### src/core/pser_pkg.sv
// shared constants for the 7:1 pixel serializer
package pser_pkg;
  localparam int unsigned NUM_LANES   = 4;
  localparam int unsigned SLICE_W     = 7;
  localparam int unsigned DATA_W      = NUM_LANES * SLICE_W;
  localparam int unsigned PER_W       = 10;
  localparam int unsigned BIT_MULT    = 7;
  localparam int unsigned REF_CLK_MHZ = 200;
  localparam int unsigned PIX_MIN_MHZ = 10;
  localparam int unsigned PIX_MAX_MHZ = 85;
  // longest legal pixel period in reference cycles
  localparam int unsigned PIX_PER_MAX_CYC = REF_CLK_MHZ / PIX_MIN_MHZ;
  localparam logic [PER_W-1:0] MULT_STEP   = 10'h007;
  localparam logic [2:0]       BITS_AFTER_LOAD = 3'h6;
  // forwarded clock slice, sent first bit at the msb: high-high-low-low-low-high-high
  localparam logic [SLICE_W-1:0] CLK_PATTERN = 7'h63;
  localparam logic [PER_W-1:0] PER_RESET = 10'h000;
endpackage

### src/core/pser_shift_if.sv
// carrier between sequencer and the lane shift registers
interface pser_shift_if;
  import pser_pkg::*;
  logic                 load;
  logic                 shift;
  logic                 clear;
  logic [DATA_W-1:0]    data;
  logic [NUM_LANES-1:0] serial;
  logic                 clk_bit;
  modport ctrl    (output load, output shift, output clear, output data,
                   input serial, input clk_bit);
  modport shifter (input load, input shift, input clear, input data,
                   output serial, output clk_bit);
endinterface

### src/core/pser_shifter.sv
// four parallel-load serial-out lane registers plus the clock pattern register
module pser_shifter
  import pser_pkg::*;
(
  input  wire logic   ref_clk_in,
  input  wire logic   rst_in,
  pser_shift_if.shifter sh
);

  typedef struct packed {
    logic [NUM_LANES-1:0][SLICE_W-1:0] lane;
    logic [SLICE_W-1:0]                clk;
  } pser_sh_s;

  pser_sh_s st_reg;
  pser_sh_s st_next;

  // ==========================================================
  // next state
  always_comb
  begin
    st_next = st_reg;
    if (sh.clear)
    begin
      st_next = '0;
    end
    else if (sh.load)
    begin
      for (int k = 0; k < NUM_LANES; k++)
      begin
        st_next.lane[k] = sh.data[k*SLICE_W +: SLICE_W];
      end
      st_next.clk = CLK_PATTERN;
    end
    else if (sh.shift)
    begin
      for (int k = 0; k < NUM_LANES; k++)
      begin
        st_next.lane[k] = {st_reg.lane[k][SLICE_W-2:0], 1'b0};
      end
      st_next.clk = {st_reg.clk[SLICE_W-2:0], 1'b0};
    end
  end

  always_ff @(posedge ref_clk_in or posedge rst_in)
  begin
    if (rst_in)
      st_reg <= '0;
    else
      st_reg <= st_next;
  end

  always_comb
  begin
    for (int k = 0; k < NUM_LANES; k++)
    begin
      sh.serial[k] = st_reg.lane[k][SLICE_W-1];
    end
  end
  assign sh.clk_bit = st_reg.clk[SLICE_W-1];

  // ==========================================================
  // checks
  a_clear_zero: assert property (@(posedge ref_clk_in) disable iff (rst_in)
    sh.clear |=> (st_reg == '0))
    else $error("shifter not cleared by shutdown");
  a_load_map: assert property (@(posedge ref_clk_in) disable iff (rst_in)
    (sh.load && !sh.clear) |=> (st_reg.lane == $past(sh.data)))
    else $error("lane registers do not hold captured word");
  a_shift_move: assert property (@(posedge ref_clk_in) disable iff (rst_in)
    (sh.shift && !sh.load && !sh.clear) |=>
      (st_reg.lane[0] == {$past(st_reg.lane[0][SLICE_W-2:0]), 1'b0}))
    else $error("lane did not advance by one bit");
  a_clk_pattern: assert property (@(posedge ref_clk_in) disable iff (rst_in)
    (sh.load && !sh.clear) |=> (st_reg.clk == CLK_PATTERN))
    else $error("clock pattern not reloaded per pixel period");

endmodule

### src/core/pser_top.sv
// pixel serializer: captures 28 bits per pixel clock and sends four 7:1 lanes
module pser_top
  import pser_pkg::*;
//
// Contract
// - capture all 28 inputs on selected edge
// - bit strobe at seven times pixel rate
// - four 7-bit shifters, one slice per period
// - four data lanes plus clock out
// - forwarded clock equals pixel clock frequency
// - shutdown stops clocking, disables drivers
// - shutdown clears all registers but the synchronisers and clk_prev to zero
// - receiver recovers the same 28-bit word
// - outputs undriven while shutdown low
#(
  parameter int unsigned PERIOD_W = PER_W
)
(
  input  wire logic                 ref_clk_in,
  input  wire logic                 rst_in,
  input  wire logic                 pixel_clock_in,
  input  wire logic                 capture_edge_select_in,
  input  wire logic                 shutdown_clear_n_in,
  input  wire logic [DATA_W-1:0]    pixel_data_in,
  output logic      [NUM_LANES-1:0] lane_pos_out,
  output logic      [NUM_LANES-1:0] lane_neg_out,
  output logic      [NUM_LANES-1:0] lane_oe_out,
  output logic                      link_clock_pos_out,
  output logic                      link_clock_neg_out,
  output logic                      link_clock_oe_out
);

  typedef struct packed {
    logic                 clk_s1;
    logic                 clk_s2;
    logic                 sel_s1;
    logic                 sel_s2;
    logic                 run_s1;
    logic                 run_s2;
    logic [DATA_W-1:0]    dat_s1;
    logic [DATA_W-1:0]    dat_s2;
    logic                 clk_prev;
    logic [PERIOD_W-1:0]  cnt;
    logic [PERIOD_W-1:0]  period;
    logic [PERIOD_W-1:0]  acc;
    logic [2:0]           bits_left;
    logic                 primed;
    logic [NUM_LANES-1:0] lane_p;
    logic [NUM_LANES-1:0] lane_n;
    logic [NUM_LANES-1:0] lane_oe;
    logic                 lclk_p;
    logic                 lclk_n;
    logic                 lclk_oe;
  } pser_top_s;

  pser_top_s st_reg;
  pser_top_s st_next;

  pser_shift_if sh ();

  logic                run;
  logic                edge_hit;
  logic [PERIOD_W-1:0] acc_step;

  assign run      = st_reg.run_s2;
  assign acc_step = st_reg.acc + PERIOD_W'(MULT_STEP);

  // edges are found on the synchronised copy; the raw pin feeds only the first flop
  always_comb
  begin
    if (st_reg.sel_s2)
      edge_hit = st_reg.clk_s2 & ~st_reg.clk_prev;
    else
      edge_hit = ~st_reg.clk_s2 & st_reg.clk_prev;
  end

  // ==========================================================
  // sequencer
  // limitation: seven strobes need a pixel period of at least seven
  // reference cycles, so the fastest pixel rates need a faster reference
  always_comb
  begin
    st_next        = st_reg;
    sh.load        = 1'b0;
    sh.shift       = 1'b0;
    sh.clear       = ~run;
    sh.data        = st_reg.dat_s2;
    // pins pass two flops before use
    st_next.clk_s1 = pixel_clock_in;
    st_next.clk_s2 = st_reg.clk_s1;
    st_next.sel_s1 = capture_edge_select_in;
    st_next.sel_s2 = st_reg.sel_s1;
    st_next.run_s1 = shutdown_clear_n_in;
    st_next.run_s2 = st_reg.run_s1;
    st_next.dat_s1 = pixel_data_in;
    st_next.dat_s2 = st_reg.dat_s1;
    st_next.clk_prev = st_reg.clk_s2;
    if (!run)
    begin
      // everything but the synchronisers and clk_prev drops to zero, drivers released
      st_next.cnt       = '0;
      st_next.period    = PERIOD_W'(PER_RESET);
      st_next.acc       = '0;
      st_next.bits_left = '0;
      st_next.primed    = 1'b0;
      st_next.lane_p    = '0;
      st_next.lane_n    = '0;
      st_next.lane_oe   = '0;
      st_next.lclk_p    = 1'b0;
      st_next.lclk_n    = 1'b0;
      st_next.lclk_oe   = 1'b0;
    end
    else
    begin
      st_next.cnt = st_reg.cnt + 1'b1;
      if (edge_hit)
      begin
        // synchronised data and clock share latency, so the word is coherent
        sh.load           = 1'b1;
        // the count since start-up is not a period: the first slice after
        // reset or shutdown runs unpaced and the next edge measures
        if (st_reg.primed)
        begin
          st_next.period  = st_reg.cnt + 1'b1;
        end
        st_next.primed    = 1'b1;
        st_next.cnt       = '0;
        st_next.acc       = '0;
        st_next.bits_left = BITS_AFTER_LOAD;
      end
      else if (st_reg.bits_left != 3'h0)
      begin
        // seven strobes spread evenly over the last measured period;
        // a shorter next period truncates the slice rather than slipping
        if (acc_step >= st_reg.period)
        begin
          sh.shift          = 1'b1;
          st_next.acc       = acc_step - st_reg.period;
          st_next.bits_left = st_reg.bits_left - 1'b1;
        end
        else
        begin
          st_next.acc = acc_step;
        end
      end
      st_next.lane_p  = sh.serial;
      st_next.lane_n  = ~sh.serial;
      st_next.lane_oe = '1;
      st_next.lclk_p  = sh.clk_bit;
      st_next.lclk_n  = ~sh.clk_bit;
      st_next.lclk_oe = 1'b1;
    end
  end

  always_ff @(posedge ref_clk_in or posedge rst_in)
  begin
    if (rst_in)
      st_reg <= '0;
    else
      st_reg <= st_next;
  end

  pser_shifter u_shifter (
    .ref_clk_in (ref_clk_in),
    .rst_in     (rst_in),
    .sh         (sh.shifter)
  );

  assign lane_pos_out       = st_reg.lane_p;
  assign lane_neg_out       = st_reg.lane_n;
  assign lane_oe_out        = st_reg.lane_oe;
  assign link_clock_pos_out = st_reg.lclk_p;
  assign link_clock_neg_out = st_reg.lclk_n;
  assign link_clock_oe_out  = st_reg.lclk_oe;

  // ==========================================================
  // checks
  a_capture_word: assert property (@(posedge ref_clk_in) disable iff (rst_in)
    (run && edge_hit) |-> (sh.load && sh.data == st_reg.dat_s2))
    else $error("selected edge did not load the word");
  a_bit_budget: assert property (@(posedge ref_clk_in) disable iff (rst_in)
    sh.shift |-> (st_reg.bits_left != 3'h0 && !edge_hit))
    else $error("more than seven bits per period");
  a_dda_bound: assert property (@(posedge ref_clk_in) disable iff (rst_in)
    (run && st_reg.period != '0) |-> (st_reg.acc < st_reg.period))
    else $error("bit strobe accumulator out of range");
  a_drivers_off: assert property (@(posedge ref_clk_in) disable iff (rst_in)
    !run |=> (lane_oe_out == '0 && !link_clock_oe_out && lane_pos_out == '0))
    else $error("drivers enabled during shutdown");
  a_lane_follow: assert property (@(posedge ref_clk_in) disable iff (rst_in)
    run |=> (lane_pos_out == $past(sh.serial) && lane_neg_out == ~lane_pos_out
             && link_clock_pos_out == $past(sh.clk_bit)))
    else $error("lane outputs do not follow shifters");
  a_stop_clock: assert property (@(posedge ref_clk_in) disable iff (rst_in)
    (!run ##1 !run) |-> (!sh.load && !sh.shift && st_reg.bits_left == 3'h0))
    else $error("internal clocking active in shutdown");
  a_shut_state: assert property (@(posedge ref_clk_in) disable iff (rst_in)
    (!run ##1 !run) |-> (st_reg.cnt == '0 && st_reg.acc == '0
                         && st_reg.period == '0 && !st_reg.primed))
    else $error("sequencer state not cleared by shutdown");
  a_pins_idle: assert property (@(posedge ref_clk_in) disable iff (rst_in)
    !run |=> (lane_neg_out == '0 && !link_clock_neg_out && !link_clock_pos_out))
    else $error("output pins not idle during shutdown");
  a_oe_on: assert property (@(posedge ref_clk_in) disable iff (rst_in)
    run |=> (lane_oe_out == '1 && link_clock_oe_out))
    else $error("drivers not enabled while running");
  a_cnt_step: assert property (@(posedge ref_clk_in) disable iff (rst_in)
    (run && !edge_hit) |=> (st_reg.cnt == $past(st_reg.cnt) + 1'b1))
    else $error("period counter skipped a reference cycle");
  a_period_meas: assert property (@(posedge ref_clk_in) disable iff (rst_in)
    (run && edge_hit && st_reg.primed) |=>
      (st_reg.period == $past(st_reg.cnt) + 1'b1))
    else $error("pixel period not measured between selected edges");
  // pacing check assumes periods of seven reference cycles or more
  a_slice_done: assert property (@(posedge ref_clk_in) disable iff (rst_in)
    (run && edge_hit && st_reg.primed && st_reg.period != '0
     && st_reg.cnt + 1'b1 == st_reg.period) |-> (st_reg.bits_left == 3'h0))
    else $error("slice not fully sent within a steady pixel period");

endmodule

### config.mk
export PLATFORM = sky130hd
export DESIGN_NAME = pser_top
export DESIGN_NICKNAME = d
export VERILOG_FILES = /design/src/core/pser_pkg.sv /design/src/core/pser_shift_if.sv /design/src/core/pser_shifter.sv /design/src/core/pser_top.sv
export SDC_FILE = /design/constraint.sdc
export NUM_CORES = 1
export LEC_CHECK = 0
export BUFFER_PORTS_ARGS = -buffer_cell sky130_fd_sc_hd__buf_2
export CAP_MARGIN = 10
export CORE_UTILIZATION = 55
export DETAILED_ROUTE_END_ITERATION = 16
export PLACE_DENSITY = 0.74
export SLEW_MARGIN = 5
export SYNTH_ARGS = -nofsm -noshare
export SYNTH_HDL_FRONTEND = slang
export SYNTH_HIERARCHICAL = 1
export SYNTH_SLANG_ARGS = --single-unit
### constraint.sdc
create_clock -name ref_clk_in -period 8.45 [get_ports ref_clk_in]
set_input_delay 1.69 -clock ref_clk_in [delete_from_list [all_inputs] [get_ports ref_clk_in]]
set_output_delay 1.69 -clock ref_clk_in [all_outputs]
set_load 0.05 [all_outputs]
Word level (Yosys, flattened, before mapping)
Cells that the tools add are included.

Bitwise gates (word level): 6. Add/subtract/negate cells: 4. Mux-type cells: 18. Reduce and logical (&&, ||, !) cells: 3. Equality and inequality tests: 5. Magnitude comparators: 1.

Operators by type and width (number): 2-to-1 mux 35 bit (3); 2-to-1 mux 49 bit (1); 2-to-1 mux 13 bit (2); 2-to-1 mux 10 bit (2); 2-to-1 mux 20 bit (1); adder 10 x 1 -> 10 bit (second input constant) (1); adder 10 x 3 -> 10 bit (second input constant) (1); greater-or-equal comparator 10 bit (1); subtractor 10 bit (1); inequality test 3 x 1 -> 1 bit (second input constant) (3); 2-to-1 mux 1 bit (8); NOT 4 bit (1); AND reduction 2 bit (2); 2-to-1 mux 3 bit (1); NOT 1 bit (3); nonzero test 3 bit (1); subtractor 3 x 1 -> 3 bit (second input constant) (1); bitwise AND 1 bit (2); inequality test 2 x 1 -> 1 bit (second input constant) (1); inequality test 2 bit (second input constant) (1).

Input port bits: 33. Register bits: 147.

Depth between registers and ports, before layout
Depth after elaboration: 9. Depth in mapped cells: 16.

By module
The synthesis kept the hierarchy.

By module, submodules not included: pser_top (cells an instance 357, sequential area each 2702.6 um^2, area an instance 4274.1 um^2, instances 1); pser_shifter (cells an instance 153, sequential area each 875.8 um^2, area an instance 1770.4 um^2, instances 1).

Worst setup path after synthesis
Ideal clock, no wire load.

Kind: reg-to-reg. Start: register st_reg[19] in the netlist's numbering. End: register u_shifter.st_reg, in the netlist u_shifter/sh.serial[0]. Buffers on the path: 3. Setup slack: 5378 ps. Cell stages (with the launch flop): 16. Library setup time: 138 ps. Required time: 8312 ps. Arrival time: 2934 ps. Clock period less this slack: 3072 ps. Path through: dfrtp_1 o311ai_2 inv_1 and3_1 xor2_1 ha_1 nand2_2 nor3_4 o31ai_4 and2_4 buf_6 nor2_1 buf_6 buf_12 mux2i_1 a211oi_1.

Word-level cells in the longest chain between the ends: 7.

RTL lines: start: declaration (RTL line pser_top.sv:56) `pser_top_s st_reg;`; start signal: assignment (RTL line pser_top.sv:160) `st_reg <= st_next;`; adder 10 x 3 -> 10 bit (RTL line pser_top.sv:66) `assign acc_step = st_reg.acc + PERIOD_W'(MULT_STEP);`; greater-or-equal comparator 10 bit (RTL line pser_top.sv:135) `if (acc_step >= st_reg.period)`; 2-to-1 mux 1 bit (RTL line pser_top.sv:135); 2-to-1 mux 1 bit (RTL line pser_top.sv:131) `else if (st_reg.bits_left != 3'h0)`; 2-to-1 mux 1 bit (RTL line pser_top.sv:116) `if (edge_hit)`; 2-to-1 mux 1 bit (RTL line pser_top.sv:98) `if (!run)`; via sh.shift (RTL line pser_shift_if.sv:5) `logic shift;`; inequality test 3 x 1 -> 1 bit (no source line); end signal: assignment (RTL line pser_shifter.sv:50) `st_reg <= st_next;`; end: declaration (RTL line pser_shifter.sv:15) `pser_sh_s st_reg;`.

The timed path passes the listed nets, and every way through them passes these cells. A chain may end at the register's enable or synchronous reset.

Worst setup path after layout
Start: register st_reg[19] in the netlist's numbering. End: register u_shifter/st_reg[18] in the netlist's numbering.

The elaborated chain is that of the path after synthesis.

==> results.txt <==
Sink Count = 143
Fin Hold WS = 345.6 ps
synthesized cell area = 6045 µm²
ANT cells = 0
Worst Path Arrival = 4390 ps
wl on met1 = 5072 µm
class of the worst hold path = register to register
CP cell instances = o311ai_2 -> inv_1 -> and3_1 -> xor2_1 -> ha_1 -> nand2_2 -> nor3_4 -> o31ai_4 -> and2_4 -> nor2_4 -> mux2i_1 -> a211oi_1
GRT overflow = 0
Slew Viols, Final = 0
maximum clock frequency = 252.7 MHz
worst setup path category = register to register
worst slew pin tran = 1214 ps
pre-CTS setup slack = 4509 ps
Inserted Clock Buffers = 17
routed length on met2 = 4967 µm
R2R Setup Slk = 4490 ps
number of global-route vias before repair = 3800
most frequent cells in the layout = dfrtp_1, buf_2, mux2i_1, nor2_1, nand2_1
Die ar. = 11410 µm²
synthesized area per cell = 11.85 µm²
Max Cap Viol = 0
wire length per cell = 15.32 µm
Layout Utilization = 64.75%
Worst Setup SP = st_reg[19]
Bufs and invs on worst path = 1
die height = 106.8 µm
worst-path cell with the longest stage delay = nor2_4
RSZ-0062 raised after global routing = no
CP required = 8890 ps
global-route wire length before repair = 18290 µm
most common cell after layout, fill and taps aside = dfrtp_1
leakage power = 0.003088 µW
H-tree levels = 4
Ports = 48
Final min period = 3958 ps
Final TNS setup = 0 ps
clock buffer depth = 2
largest net degree at the start of global routing = 56
top_reg_cell synth = dfrtp_1
Worst-path clk slew = 60 ps
number of flops mapped to enable cells by yosys = 0
die span in x = 106.8 µm
Yosys warnings = 6
Resized cells post-CTS = 0
Post-CTS Setup Bufs = 0
DR top layer = met4
count of different cell masters after synthesis = 50
CP delay by family, top = simple AND/OR/NAND/NOR gates
Post-DP HPWL = 6824 µm
Max stage delay on crit path = 940 ps
flops & latches, synth = 143
sequential element share of the synthesized area = 59.20%
Detail Route Antenna Nets = 0
worst-skew pair later-pin latency = 530 ps
met3 WL = 366 µm
Hold Fails Final Rpt = 0
CTS tree = built
setup ws final = 4492 ps
DRC = 0
Tcrit/Tclk final = 46.84%
dpl cell area = 6211 µm²
status = finished clean
Vias/cell = 5.445
initial antenna violation count = 0
port bufs = 47
Vias = 3768
clk_skew = 9.964 ps
startpoint types = register
crit-path max FO = 35
max reg flops = 36
Synthesized Nets = 558
CP Capture Type = register
Starting Density = 57.52%
Core Area = 10510 µm²
cell row count = 37
drt total wl = 10600 µm
Root Buffer = clkbuf_8
drt first pass iters = 4
total track usage = 21.17%
multi-input logic area = 2120 µm²
Reg2Reg Launch Point = st_reg[19]
Hold-fix buffers, CTS = 0
VDD IR max = 244.0 µV
Mapped Cells = 510
layout cells sized above 1 = 16.91%
filler instances = 802
relative max-transition margin = 18.86%
Area growth syn-to-layout = 12.56%
Async SR Flop Fraction = 100.0%
Worst Hold Launch = st_next[108]
pwr dens = 320.2 nW/µm²
gpl congestion = 0.8632
Reg area = 3578 µm²
nets@finish = 591
Final Cell Area = 6804 µm²
1st-iter DRT viols = 256
# setup viols final = 0
==> power by group <==
group          internal [µW]  switching [µW]
registers                741            41.0
clock network            461             271
logic                    273             391
==> per-stage QoR <==
step	std cells	power, µW
after floorplan	510	1363
after global placement	660	1428
after detailed placement	660	1446
after CTS	692	2188
after global routing	692	2306
final	692	2178
==> routing by layer <==
metal	track usage, %	vias up
met3	4.802	19
met4	8.806	0
met1	29.46	1861
met2	32.35	75
li1	-	1813
met5	0	-
==> kinds of logic (layout without fill, tap and decap cells) <==
kind of cell	after synthesis	after routing	synth area share, %
muxes	35	35	5.796
DFF	143	143	59.20
buffers and inverters	57	103	5.899
and+or+nand+nor	142	142	12.36
adders and majority gates	15	15	3.229
xor gates and xnor gates	19	19	2.753
AOI/OAI and AO/OA	99	99	10.76
==> worst paths after layout <==
| check | endpoint | cells after the start |
|---|---|---|
| max | u_shifter/st_reg[18] | 12 |
| min in group asynchronous | run | 2 |
| min | st_reg[108] | 0 |
| min reg2reg | st_reg[108] | 0 |
| max in group asynchronous | st_reg[38] | 3 |
| max reg2reg | u_shifter/st_reg[18] | 12 |
==> synth_stat cells, drive strengths merged (2+ instances only) <==
cell / number / area, µm²
mux2i: 35 / 350.3
ha: 14 / 175.2
clkbuf: 9 / 33.78
o211ai: 2 / 15.01
nand2b: 2 / 12.51
a21oi: 27 / 135.1
a32o: 2 / 20.02
nor2b: 28 / 182.7
nand2: 30 / 115.1
o21a: 5 / 38.79
nor3: 7 / 46.30
o21ai: 26 / 130.1
buf: 27 / 235.2
a211oi: 25 / 187.7
and2: 6 / 40.04
nand4: 4 / 25.02
nor2: 35 / 131.4
o31a: 2 / 26.28
or3b: 6 / 52.55
a31oi: 2 / 12.51
o22ai: 3 / 18.77
or3: 2 / 12.51
inv: 20 / 75.07
xnor2: 9 / 78.83
and3: 7 / 43.79
xor2: 10 / 87.58
dfrtp: 143 / 3578
nand3: 12 / 60.06
==> area by class of cell <==
| cell class | count | share of cell area, % |
|---|---|---|
| Tap cell | 136 | 2.501 |
| Timing Repair Buffer | 51 | 3.898 |
| Sequential cell | 143 | 52.59 |
| Inverter | 20 | 1.140 |
| Multi-Input combinational cell | 310 | 31.15 |
| Clock inverter | 7 | 1.453 |
| Clock buffer | 25 | 7.264 |
No activity file was read; power rests on OpenSTA's default activity.
